### config.mk
export PLATFORM = sky130hd
export DESIGN_NAME = cdr_ctrl_regs
export DESIGN_NICKNAME = d
export VERILOG_FILES = /design/src/hdl/cdr_ctrl_regs.v /design/src/hdl/cdr_pin_mux.v
export VERILOG_INCLUDE_DIRS = /design/src /design/src/hdl
export SDC_FILE = /design/constraint.sdc
export NUM_CORES = 1
export LEC_CHECK = 0
export BUFFER_PORTS_ARGS = -buffer_cell sky130_fd_sc_hd__clkbuf_2
export CAP_MARGIN = 10
export CORE_ASPECT_RATIO = 2
export CORE_UTILIZATION = 46
export DETAILED_ROUTE_END_ITERATION = 8
export PLACE_DENSITY = 0.77
export SLEW_MARGIN = 20
export SYNTH_ARGS = -nofsm -noshare
export SYNTH_HDL_FRONTEND = slang
export SYNTH_HIERARCHICAL = 1
export SYNTH_SLANG_ARGS = --single-unit
export TNS_END_PERCENT = 1
### constraint.sdc
create_clock -name clk_sys_i -period 2.3 [get_ports clk_sys_i]
set_input_delay 0 -clock clk_sys_i [delete_from_list [all_inputs] [get_ports clk_sys_i]]
set_output_delay 0 -clock clk_sys_i [all_outputs]
set_load 0.05 [all_outputs]
### src/hdl/cdr_defs.vh
/*
  Constants for the decoder control register block: offsets, fields,
  reset values and codes. Included by the design files by bare name.
*/
`ifndef CDR_DEFS_VH
`define CDR_DEFS_VH

`define CDR_OFF_SPEED      8'h2C
`define CDR_OFF_PIN        8'h30
`define CDR_OFF_VPIN       8'h34
`define CDR_OFF_MOTOR      8'h38
`define CDR_OFF_SUBC       8'h3C
`define CDR_OFF_BANKWIN    8'h40
`define CDR_IDX_SPEED      4'hB
`define CDR_IDX_PIN        4'hC
`define CDR_IDX_VPIN       4'hD
`define CDR_IDX_MOTOR      4'hE
`define CDR_IDX_SUBC       4'hF

`define CDR_RST_SPEED      4'h0
`define CDR_RST_PIN        4'h2
`define CDR_RST_VPIN       4'hF
`define CDR_RST_MOTOR      4'h4
`define CDR_RST_SUBC       4'h0

`define CDR_ST_STOP        3'h0
`define CDR_ST_PAUSE       3'h2
`define CDR_ST_RUN         3'h3
`define CDR_SPD_SINGLE     2'h0
`define CDR_SPD_DOUBLE     2'h2

`define CDR_VP_MOTOR       2'h0
`define CDR_VP_SIGNAL      2'h1
`define CDR_VP_LOW         2'h2
`define CDR_VP_HIGH        2'h3

`define CDR_BANK_MAIN      2'h0

`define CDR_RESP_OKAY      2'h0
`define CDR_RESP_SLVERR    2'h2

`endif

### src/hdl/cdr_ctrl_regs.v
/*
  Five decoder control registers behind an AXI4-Lite slave, with decoded
  mode outputs and shadow bank steering. Assumes one clock, synchronous
  active-low reset, and a master that holds valid and payload until taken.
*/
// Implementation choice: the AXI4-Lite slave port.
// Notes on behaviour
// - Speed register: state code and speed select
// - Pin register: off-track source, kill, pin three
// - Pin register top bit: soft or hard mute
// - Pin function low bits: motor (all four bits zero), subcode, pin four
// - Pin function high bits: de-emphasis, pin five
// - Bank field two/three: to bank two/three
// - Each register takes its fixed reset value
`include "cdr_defs.vh"

module cdr_ctrl_regs (
  input  wire        clk_sys_i,
  input  wire        rst_b_i,
  input  wire [7:0]  s_axi_awaddr,
  input  wire        s_axi_awvalid,
  output wire        s_axi_awready,
  input  wire [31:0] s_axi_wdata,
  input  wire [3:0]  s_axi_wstrb,
  input  wire        s_axi_wvalid,
  output wire        s_axi_wready,
  output reg  [1:0]  s_axi_bresp,
  output reg         s_axi_bvalid,
  input  wire        s_axi_bready,
  input  wire [7:0]  s_axi_araddr,
  input  wire        s_axi_arvalid,
  output wire        s_axi_arready,
  output reg  [31:0] s_axi_rdata,
  output reg  [1:0]  s_axi_rresp,
  output reg         s_axi_rvalid,
  input  wire        s_axi_rready,
  input  wire        versatile_pin_one_i,
  input  wire        offtrack_int_i,
  input  wire        motor_line_a_i,
  input  wire        motor_line_b_i,
  input  wire        subcode_qw_i,
  input  wire        deemph_i,
  output reg  [2:0]  op_state_o,
  output reg         stop_standby_o,
  output reg         pause_standby_o,
  output reg         double_speed_o,
  output reg         offtrack_o,
  output reg         mono_kill_o,
  output reg         versatile_pin_three_o,
  output reg         hard_mute_o,
  output wire        versatile_pin_four_o,
  output wire        versatile_pin_five_o,
  output wire        deemph_filter_en_o,
  output reg         brake_6pct_o,
  output reg         lock_to_disc_o,
  output reg         audio_feat_o,
  output reg         quad_speed_o,
  output reg         subcode_on_o,
  output reg         subcode_3wire_o,
  output reg  [1:0]  shadow_bank_select_o,
  output reg         bank_wr_o,
  output reg  [3:0]  bank_addr_o,
  output reg  [3:0]  bank_data_o
);

  reg [3:0] speed_and_standby_control_r;
  reg [3:0] pin_kill_mute_control_r;
  reg [3:0] versatile_pin_function_r;
  reg [3:0] motor_and_feature_control_r;
  reg [3:0] subcode_and_bank_select_r;

  reg       aw_held_r;
  reg [7:0] aw_addr_r;
  reg       w_held_r;
  reg [3:0] w_data_r;
  reg       w_lane0_r;

  // Pin one synchroniser: three stages, change taken when 2 and 3 agree
  reg [2:0] pin_one_sync_r;
  reg       pin_one_clean_r;

  assign s_axi_awready = !aw_held_r && !s_axi_bvalid;
  assign s_axi_wready  = !w_held_r && !s_axi_bvalid;
  assign s_axi_arready = !s_axi_rvalid;

  wire       aw_take = s_axi_awvalid && s_axi_awready;
  wire       w_take  = s_axi_wvalid && s_axi_wready;
  wire       aw_have = aw_held_r || aw_take;
  wire       w_have  = w_held_r || w_take;
  wire [7:0] wr_addr = aw_held_r ? aw_addr_r : s_axi_awaddr;
  wire [3:0] wr_data = w_held_r ? w_data_r : s_axi_wdata[3:0];
  wire       wr_lane = w_held_r ? w_lane0_r : s_axi_wstrb[0];
  wire       wr_go   = aw_have && w_have;
  wire       main_dec = (subcode_and_bank_select_r[1:0] == `CDR_BANK_MAIN);
  wire       in_win  = (wr_addr[7:6] == 2'h0) && (wr_addr[1:0] == 2'h0);
  wire [3:0] win_idx = wr_addr[5:2];
  wire       wr_ok   = in_win && (!main_dec || win_idx >= `CDR_IDX_SPEED);

  always @(posedge clk_sys_i) begin
    if (!rst_b_i) begin
      speed_and_standby_control_r <= `CDR_RST_SPEED;
      pin_kill_mute_control_r     <= `CDR_RST_PIN;
      versatile_pin_function_r    <= `CDR_RST_VPIN;
      motor_and_feature_control_r <= `CDR_RST_MOTOR;
      subcode_and_bank_select_r   <= `CDR_RST_SUBC;
      aw_held_r    <= 1'b0;
      aw_addr_r    <= 8'h00;
      w_held_r     <= 1'b0;
      w_data_r     <= 4'h0;
      w_lane0_r    <= 1'b0;
      s_axi_bvalid <= 1'b0;
      s_axi_bresp  <= `CDR_RESP_OKAY;
      bank_wr_o    <= 1'b0;
      bank_addr_o  <= 4'h0;
      bank_data_o  <= 4'h0;
    end else begin
      bank_wr_o <= 1'b0;
      if (s_axi_bvalid && s_axi_bready) begin
        s_axi_bvalid <= 1'b0;
      end
      if (wr_go && !s_axi_bvalid) begin
        aw_held_r    <= 1'b0;
        w_held_r     <= 1'b0;
        s_axi_bvalid <= 1'b1;
        s_axi_bresp  <= wr_ok ? `CDR_RESP_OKAY : `CDR_RESP_SLVERR;
        if (wr_ok && wr_lane) begin
          if (main_dec) begin
            case (win_idx)
              `CDR_IDX_SPEED: speed_and_standby_control_r <= wr_data;
              `CDR_IDX_PIN:   pin_kill_mute_control_r     <= wr_data;
              `CDR_IDX_VPIN:  versatile_pin_function_r    <= wr_data;
              `CDR_IDX_MOTOR: motor_and_feature_control_r <= wr_data;
              `CDR_IDX_SUBC:  subcode_and_bank_select_r   <= wr_data;
              default:        subcode_and_bank_select_r   <= subcode_and_bank_select_r;
            endcase
          end else begin
            // Bank selected: every window address, 0x00 to 0x3C, goes to the shadow bank
            bank_wr_o   <= 1'b1;
            bank_addr_o <= win_idx;
            bank_data_o <= wr_data;
          end
        end
      end else begin
        if (aw_take) begin
          aw_held_r <= 1'b1;
          aw_addr_r <= s_axi_awaddr;
        end
        if (w_take) begin
          w_held_r  <= 1'b1;
          w_data_r  <= s_axi_wdata[3:0];
          w_lane0_r <= s_axi_wstrb[0];
        end
      end
    end
  end

  // Readback of main registers plus filtered pin one level
  wire       rd_in_win = (s_axi_araddr[7:6] == 2'h0) && (s_axi_araddr[1:0] == 2'h0);
  wire [3:0] rd_idx    = s_axi_araddr[5:2];
  reg  [3:0] rd_val;
  reg        rd_hit;

  always @* begin
    rd_hit = 1'b1;
    case (rd_idx)
      `CDR_IDX_SPEED: rd_val = speed_and_standby_control_r;
      `CDR_IDX_PIN:   rd_val = pin_kill_mute_control_r;
      `CDR_IDX_VPIN:  rd_val = versatile_pin_function_r;
      `CDR_IDX_MOTOR: rd_val = motor_and_feature_control_r;
      `CDR_IDX_SUBC:  rd_val = subcode_and_bank_select_r;
      default: begin
        rd_val = 4'h0;
        rd_hit = 1'b0;
      end
    endcase
  end

  always @(posedge clk_sys_i) begin
    if (!rst_b_i) begin
      s_axi_rvalid <= 1'b0;
      s_axi_rdata  <= 32'h0000_0000;
      s_axi_rresp  <= `CDR_RESP_OKAY;
      pin_one_sync_r  <= 3'h0;
      pin_one_clean_r <= 1'b0;
    end else begin
      pin_one_sync_r <= {pin_one_sync_r[1:0], versatile_pin_one_i};
      if (pin_one_sync_r[1] == pin_one_sync_r[2]) begin
        pin_one_clean_r <= pin_one_sync_r[2];
      end
      if (s_axi_rvalid && s_axi_rready) begin
        s_axi_rvalid <= 1'b0;
      end else if (s_axi_arvalid && !s_axi_rvalid) begin
        s_axi_rvalid <= 1'b1;
        if (s_axi_araddr == `CDR_OFF_BANKWIN) begin
          // Status word: pin one level readable when internal off-track used
          s_axi_rdata <= {31'h0000_0000, pin_one_clean_r & ~pin_kill_mute_control_r[0]};
          s_axi_rresp <= `CDR_RESP_OKAY;
        end else if (rd_in_win && rd_hit) begin
          s_axi_rdata <= {28'h000_0000, rd_val};
          s_axi_rresp <= `CDR_RESP_OKAY;
        end else begin
          s_axi_rdata <= 32'h0000_0000;
          s_axi_rresp <= `CDR_RESP_SLVERR;
        end
      end
    end
  end

  // Decoded mode outputs, registered
  always @(posedge clk_sys_i) begin
    if (!rst_b_i) begin
      op_state_o            <= `CDR_ST_STOP;
      stop_standby_o        <= 1'b1;
      pause_standby_o       <= 1'b0;
      double_speed_o        <= 1'b0;
      offtrack_o            <= 1'b0;
      mono_kill_o           <= 1'b1;
      versatile_pin_three_o <= 1'b0;
      hard_mute_o           <= 1'b0;
      brake_6pct_o          <= 1'b0;
      lock_to_disc_o        <= 1'b0;
      audio_feat_o          <= 1'b1;
      quad_speed_o          <= 1'b0;
      subcode_on_o          <= 1'b0;
      subcode_3wire_o       <= 1'b0;
      shadow_bank_select_o  <= `CDR_BANK_MAIN;
    end else begin
      op_state_o      <= speed_and_standby_control_r[2:0];
      stop_standby_o  <= speed_and_standby_control_r[2:0] == `CDR_ST_STOP;
      pause_standby_o <= speed_and_standby_control_r[2:0] == `CDR_ST_PAUSE;
      double_speed_o  <= speed_and_standby_control_r[3:2] == `CDR_SPD_DOUBLE;
      offtrack_o      <= pin_kill_mute_control_r[0] ? pin_one_clean_r : offtrack_int_i;
      mono_kill_o     <= pin_kill_mute_control_r[1];
      versatile_pin_three_o <= pin_kill_mute_control_r[2];
      hard_mute_o     <= pin_kill_mute_control_r[3];
      brake_6pct_o    <= motor_and_feature_control_r[0];
      lock_to_disc_o  <= motor_and_feature_control_r[1];
      audio_feat_o    <= motor_and_feature_control_r[2];
      quad_speed_o    <= motor_and_feature_control_r[3];
      subcode_on_o    <= subcode_and_bank_select_r[2];
      subcode_3wire_o <= subcode_and_bank_select_r[3];
      shadow_bank_select_o <= subcode_and_bank_select_r[1:0];
    end
  end

  cdr_pin_mux u_pin_mux (
    .clk_sys_i            (clk_sys_i),
    .rst_b_i              (rst_b_i),
    .vpin_reg_i           (versatile_pin_function_r),
    .motor_line_a_i       (motor_line_a_i),
    .motor_line_b_i       (motor_line_b_i),
    .subcode_qw_i         (subcode_qw_i),
    .deemph_i             (deemph_i),
    .versatile_pin_four_o (versatile_pin_four_o),
    .versatile_pin_five_o (versatile_pin_five_o),
    .deemph_filter_en_o   (deemph_filter_en_o)
  );

endmodule

### src/hdl/cdr_pin_mux.v
/*
  Versatile pin four/five function select from the pin function register.
  Assumes the signal sources run on the same clock as the register block.
*/
`include "cdr_defs.vh"

module cdr_pin_mux (
  input  wire       clk_sys_i,
  input  wire       rst_b_i,
  input  wire [3:0] vpin_reg_i,
  input  wire       motor_line_a_i,
  input  wire       motor_line_b_i,
  input  wire       subcode_qw_i,
  input  wire       deemph_i,
  output reg        versatile_pin_four_o,
  output reg        versatile_pin_five_o,
  output reg        deemph_filter_en_o
);

  wire [1:0] sel4 = vpin_reg_i[1:0];
  wire [1:0] sel5 = vpin_reg_i[3:2];
  wire       motor4 = (vpin_reg_i == 4'h0);

  always @(posedge clk_sys_i) begin
    if (!rst_b_i) begin
      versatile_pin_four_o <= 1'b1;
      versatile_pin_five_o <= 1'b1;
      deemph_filter_en_o   <= 1'b1;
    end else begin
      if (motor4) begin
        versatile_pin_four_o <= motor_line_a_i;
        versatile_pin_five_o <= motor_line_b_i;
      end else begin
        case (sel4)
          `CDR_VP_SIGNAL: versatile_pin_four_o <= subcode_qw_i;
          `CDR_VP_LOW:    versatile_pin_four_o <= 1'b0;
          `CDR_VP_HIGH:   versatile_pin_four_o <= 1'b1;
          default:        versatile_pin_four_o <= 1'b0;
        endcase
        case (sel5)
          `CDR_VP_SIGNAL: versatile_pin_five_o <= deemph_i;
          `CDR_VP_LOW:    versatile_pin_five_o <= 1'b0;
          `CDR_VP_HIGH:   versatile_pin_five_o <= 1'b1;
          default:        versatile_pin_five_o <= 1'b0;
        endcase
      end
      deemph_filter_en_o <= ~(!motor4 && sel5 == `CDR_VP_SIGNAL);
    end
  end

endmodule

==> Yosys cells after proc, flatten, opt, wreduce, memory -nomap -nowiden <==
Index checks and enable logic that the tools add are counted.
{ "totals": {"out_inout_bits": 71, "word_cells": 127, "mem_count": 0, "romBits": 0, "latchBits": 0, "inputBits": 65, "mem_bits_rw": 0, "register_bits": 107} }
{ "classes": {"magnitude_cmp": 1, "n_mul": 0, "muxes": 18, "n_reduce_logical": 45, "n_eq_ne": 18, "div": 0, "shifts": 0, "n_bitwise": 7, "addsub": 0} }
{ "op_table": {"columns": ["op", "n"], "rows": [
  ["$eq 4x4->1 const B", 10],
  ["$pmux 4 s5", 1],
  ["$reduce_and 4->1", 5],
  ["$logic_and 1x1->1", 15],
  ["$mux 4", 3],
  ["$logic_not 2->1", 5],
  ["$eq 8x7->1 const B", 1],
  ["$mux 1", 8],
  ["$mux 8", 1],
  ["$eq 2x2->1 const B", 3],
  ["$logic_not 1->1", 6],
  ["$mux 2", 3],
  ["$not 1->1", 6],
  ["$reduce_and 2->1", 3],
  ["$reduce_and 3->1", 2],
  ["$reduce_or 5->1", 1],
  ["$eq 2x1->1 const B", 2],
  ["$ge 4x4->1 const B", 1],
  ["$logic_not 4->1", 1],
  ["$pmux 1 s2", 2],
  ["$reduce_or 2->1", 2],
  ["$eq 3x2->1 const B", 1],
  ["$logic_not 3->1", 1],
  ["$logic_or 1x1->1", 3],
  ["other kinds (3)", 3]
]} }

==> Depth between registers and ports, before layout <==
{ "depth": {"depth_word": 8, "depth_mapped": 7, "depth_no_buf": 4} }

==> Hierarchy <==
The synthesis kept the hierarchy.
{ "by_module_without_submodules": {"columns": ["module", "cells_each", "instances", "seq_area_each_um2", "area_each_um2"], "rows": [
  ["cdr_ctrl_regs", 334, 1, 1481.4, 3199.3],
  ["cdr_pin_mux", 11, 1, 60.1, 111.4]
]} }

==> Worst setup path before layout <==
No wires, ideal clock.
{ "synth_path": {"path_type": "register to register", "startpoint": "reg s_axi_bvalid", "endpoint": "reg motor_and_feature_control_r[2]", "arrival_time_ns": 1.703, "path_stages_with_launch": 5, "synth_period_minus_slack_ns": 1.824, "n_path_buf": 1, "setup_slack_ns": 0.476, "required_time_ns": 2.179, "setup_ns": 0.121, "path_cell_list": "dfxtp_1 clkbuf_1 nor4b_4 o211ai_1 mux2_2"} }
{ "synth_between": {"elab_chain_cells": 7, "word_cells_on_any_way": 10, "classes_between": "reduce/logical (10)"} }
{ "synth_lines": {"columns": ["element", "line_no", "rtl"], "rows": [
  ["start, declared", "cdr_ctrl_regs.v:28", "output reg s_axi_bvalid,"],
  ["start signal, assigned", "cdr_ctrl_regs.v:111", "s_axi_bvalid <= 1'b0;"],
  ["start signal, assigned", "cdr_ctrl_regs.v:119", "s_axi_bvalid <= 1'b0;"],
  ["start signal, assigned", "cdr_ctrl_regs.v:124", "s_axi_bvalid <= 1'b1;"],
  ["$logic_not 1->1 (*)", "cdr_ctrl_regs.v:82, cdr_ctrl_regs.v:83, cdr_ctrl_regs.v:121", null],
  ["$logic_and 1x1->1, on equally long branches", "cdr_ctrl_regs.v:82, cdr_ctrl_regs.v:83", null],
  ["$logic_and 1x1->1, on equally long branches", "cdr_ctrl_regs.v:86, cdr_ctrl_regs.v:87", null],
  ["$logic_or 1x1->1, on equally long branches", "cdr_ctrl_regs.v:88, cdr_ctrl_regs.v:89", null],
  ["$logic_and 1x1->1", "cdr_ctrl_regs.v:93", "wire wr_go = aw_have && w_have;"],
  ["$logic_and 1x1->1 (*)", "cdr_ctrl_regs.v:121", "if (wr_go && !s_axi_bvalid) begin"],
  ["$reduce_and 4->1 (no source line) (*)", null, null],
  ["end signal, assigned", "cdr_ctrl_regs.v:104", "motor_and_feature_control_r <= `CDR_RST_MOTOR;"],
  ["end signal, assigned", "cdr_ctrl_regs.v:132", "`CDR_IDX_MOTOR: motor_and_feature_control_r <= wr_data;"],
  ["end, declared", "cdr_ctrl_regs.v:69", "reg [3:0] motor_and_feature_control_r;"]
]} }
Every way passes the cells marked *; elsewhere a longest branch is shown, timed or not.
A chain may end at the register's enable or synchronous reset.

==> Final worst setup path <==
{ "layout_path": {"startpoint": "reg w_held_r", "endpoint": "reg pin_kill_mute_control_r[1]"} }
{ "layout_between": {"elab_chain_cells": 7, "word_cells_on_any_way": 10, "classes_between": "mux (2); reduce/logical (8)"} }
{ "layout_lines": {"columns": ["element", "line_no", "rtl"], "rows": [
  ["start, declared", "cdr_ctrl_regs.v:74", "reg w_held_r;"],
  ["start signal, assigned", "cdr_ctrl_regs.v:108", "w_held_r <= 1'b0;"],
  ["start signal, assigned", "cdr_ctrl_regs.v:123", "w_held_r <= 1'b0;"],
  ["start signal, assigned", "cdr_ctrl_regs.v:149", "w_held_r <= 1'b1;"],
  ["$logic_not 1->1", "cdr_ctrl_regs.v:83", "assign s_axi_wready = !w_held_r && !s_axi_bvalid;"],
  ["$logic_and 1x1->1", "cdr_ctrl_regs.v:83", null],
  ["$logic_and 1x1->1", "cdr_ctrl_regs.v:87", "wire w_take = s_axi_wvalid && s_axi_wready;"],
  ["$logic_or 1x1->1", "cdr_ctrl_regs.v:89", "wire w_have = w_held_r || w_take;"],
  ["$logic_and 1x1->1", "cdr_ctrl_regs.v:93", null],
  ["$logic_and 1x1->1", "cdr_ctrl_regs.v:121", null],
  ["$reduce_and 4->1 (no source line)", null, null],
  ["end signal, assigned", "cdr_ctrl_regs.v:102", "pin_kill_mute_control_r <= `CDR_RST_PIN;"],
  ["end signal, assigned", "cdr_ctrl_regs.v:130", "`CDR_IDX_PIN: pin_kill_mute_control_r <= wr_data;"],
  ["end, declared", "cdr_ctrl_regs.v:67", "reg [3:0] pin_kill_mute_control_r;"]
]} }
Several ways; a longest one is shown, not always the timed one.

==> key figures <==
Outcome
  – Outcome: completed

Yosys
  – Yosys warnings: 6
  – Avg Inst Size Synth: 9.60 um2
  – Post-synthesis cell area: 3310 um2
  – Seq/Total Area, Yosys: 0.466
  – Largest family of logic cells by synthesized area: simple AND/OR/NAND/NOR gates
  – Synth top area share: 0.466
  – Primary FF master, synth: dfxtp_1
  – Flops & latches, synth: 77
  – Mux cell area share after synthesis: 0.170
  – Synth Area in Compound Gates: 0.0824
  – Cells taking the most area after synthesis: dfxtp_1 (47%), mux2i_1 (11%), buf_4 (7.0%)
  – Adder-Cell Fraction of Synth Area: 0
  – Synthesized instance count: 345
  – Yosys top cell by area: dfxtp_1
  – Most common library cells after synthesis: dfxtp_1 (77), mux2i_1 (37), nand2_1 (34), buf_4 (31), nor2_1 (25)
  – Post-synth EDFFs: 0
  – Synth unique cells: 39
  – Simple-Gate Fraction of Synth Area: 0.171
  – Async S/R FF share, synth: 0
  – Count leader, synth: dfxtp_1
  – Post-Synth XOR/XNOR Area: 0

Critical path
  – R2r worst-path depth: 4
  – Crit path arrival time: 2.19 ns
  – Crit end category: flip-flop
  – Worst EP required: 2.52 ns
  – Reg2reg end: pin_kill_mute_control_r[1]
  – FF-to-FF Start: w_held_r
  – Worst reg2reg setup slack: 0.32 ns
  – Startpoint types: flip-flop
  – Kind of critical path: flip-flop to flip-flop
  – Critical Path Fanout Max: 9

Global route
  – Number of global-route vias before repair: 2506
  – First-pass GRT wire length: 11700 um
  – Initial antenna violation count: 0
  – Congestion Overflow GR: 0
  – Largest net degree at the start of global routing: 52
  – GRT Overall Usage: 0.212

Cells and area
  – FILL cells: 595
  – N_diodes: 0
  – Nets: 508
  – Multi-input gate area: 1510 um2
  – Layout cell share with drive strength beyond 1: 0.248
  – Area grow syn2layout: 27.7%
  – Finished Core Util: 0.609
  – Reg area: 1540 um2

CTS
  – Clk_lat worst skew: 0.33 ns
  – Sink Count: 77
  – CTS Buf Count: 9
  – Post-CTS sizing: 0
  – TritonCTS clock tree: done
  – Setup Buffers After CTS: 0
  – CTS Hold Bufs: 25
  – CTS H-tree lvls: 3
  – CTS clock-pin slew for the worst setup and hold paths: 0.06 ns
  – Max clock buf depth: 2
  – Clock root cell: clkbuf_16

Drt
  – Vias: 2726
  – Vias/cell: 5.08
  – Post-route DRC: 0
  – DR pass1 iterations: 4
  – Wire length per cell: 13.7 um
  – Final wirelength: 7350 um
  – Initial DRC count: 122
  – Final ANT Viol Nets: 0

Timing
  – RSZ-0062 raised after global routing: no
  – Final setup violation count: 0
  – Final-layout setup total negative slack: 0 ns
  – Hold Vio Cnt, Final: 0
  – F_max: 506 MHz
  – Rel. slew slack: 0.541
  – Max Slew Vio Count: 0
  – Skew final: 0.00813 ns
  – Slew @ Worst Pin: 0.688 ns
  – Fin crit period: 1.98 ns
  – Final Cycle Share: 0.859

Job
  – Max_cap viols: 0

Die
  – CORE AREA: 6940 um2
  – Die height: 122 um
  – Initial Util: 0.477
  – Die W: 62.0 um
  – Ports: 136
  – Total die area: 7560 um2
  – Row count: 43

Place
  – Final Wtd Congestion: 0.844
  – Port buffer count: 74
  – HPWL Detailed: 5290 um

Hold path
  – Hold path cells: 4
  – Hold/Removal Path Class: primary input to flip-flop
  – Hold wc startpoint: s_axi_araddr[6]
  – WHS Endpoint: s_axi_rresp[1]

Pwr
  – Leakage: 2.08 nW
  – Power Dens Cells: 796 nW/um2
  – Peak VDD IR: 0.472 mV
report_power, final:
group | switching [mW] | internal [mW]
Sequential | 0.0284 | 1.36
Combinational | 0.299 | 0.134
Clock | 0.511 | 1.03
registers in the layout (all words and copies together), names as in the netlist, 4 cells and up:
signal,flops
s_axi_rdata,4
subcode_and_bank_select_r,4
versatile_pin_function_r,4
speed_and_standby_control_r,4
motor_and_feature_control_r,4
w_data_r,4
bank_data_o,4
pin_kill_mute_control_r,4
bank_addr_o,4
aw_addr_r,8
area by class of cell:
| type | count | area share |
|---|---|---|
| multi-input combinational | 234 | 0.358 |
| tap | 90 | 0.0266 |
| sequential | 77 | 0.365 |
| timing repair buffer | 105 | 0.157 |
| clock inverter | 3 | 0.0160 |
| inverter | 16 | 0.0142 |
| clock buffer | 12 | 0.0630 |
worst max path at each step:
| stage | slack, ns | cells after the start | to | from |
|---|---|---|---|---|
| after floorplan | 0.48 | 4 | motor_and_feature_control_r[2] | s_axi_bvalid |
| after global placement | 0.36 | 4 | pin_kill_mute_control_r[1] | w_held_r |
| after detailed placement | 0.34 | 4 | pin_kill_mute_control_r[1] | w_held_r |
| after CTS | 0.32 | 4 | pin_kill_mute_control_r[1] | w_held_r |
| after global routing | 0.17 | 4 | pin_kill_mute_control_r[1] | w_held_r |
| final | 0.32 | 4 | pin_kill_mute_control_r[1] | w_held_r |
worst max-delay path, cell delays in order, from the launching register on:
cell	delay, ns
dfxtp_1	0.55
o22ai_1	0.22
nor4b_4	0.38
o211ai_1	0.35
mux2_2	0.37
kinds of logic after synthesis:
kind of cell    count (synthesis)
flops                          77
simple gates                  110
other cells                     1
mux                            50
compound gates                 44
buf+inv                        63
per-stage QoR:
step                      instances  worst slack [ns]  area [um2]  power [mW]  hold WS, ns
final                           537             0.325        4230        3.36       0.0164
after detailed placement        497             0.340        3640        1.82        0.216
after floorplan                 374             0.476        3420        1.77       0.0863
after global routing            537             0.174        4230        3.49       0.0735
after CTS                       537             0.319        4230        3.38       0.0102
after global placement          497             0.359        3640        1.81        0.208
cells in the final DEF, fill, tap and decap left out, types with 11 or more instances in the layout:
cell type,netlist,final
clkbuf_2,0,74
o21ai_0,16,16
nand2_1,34,34
nor2_1,25,25
mux2i_1,37,37
conb_1,1,30
inv_1,16,16
nand2b_1,11,11
dlygate4sd3_1,0,25
dfxtp_1,77,77
layer usage:
metal,routed length [um],vias up,GRT usage
li1,-,1327,-
met1,2570,1297,0.210
met2,4290,88,0.386
met3,300,14,0.0478
met4,193,0,0.106
met5,0,-,0
No activity file was read; power rests on OpenSTA's default activity.
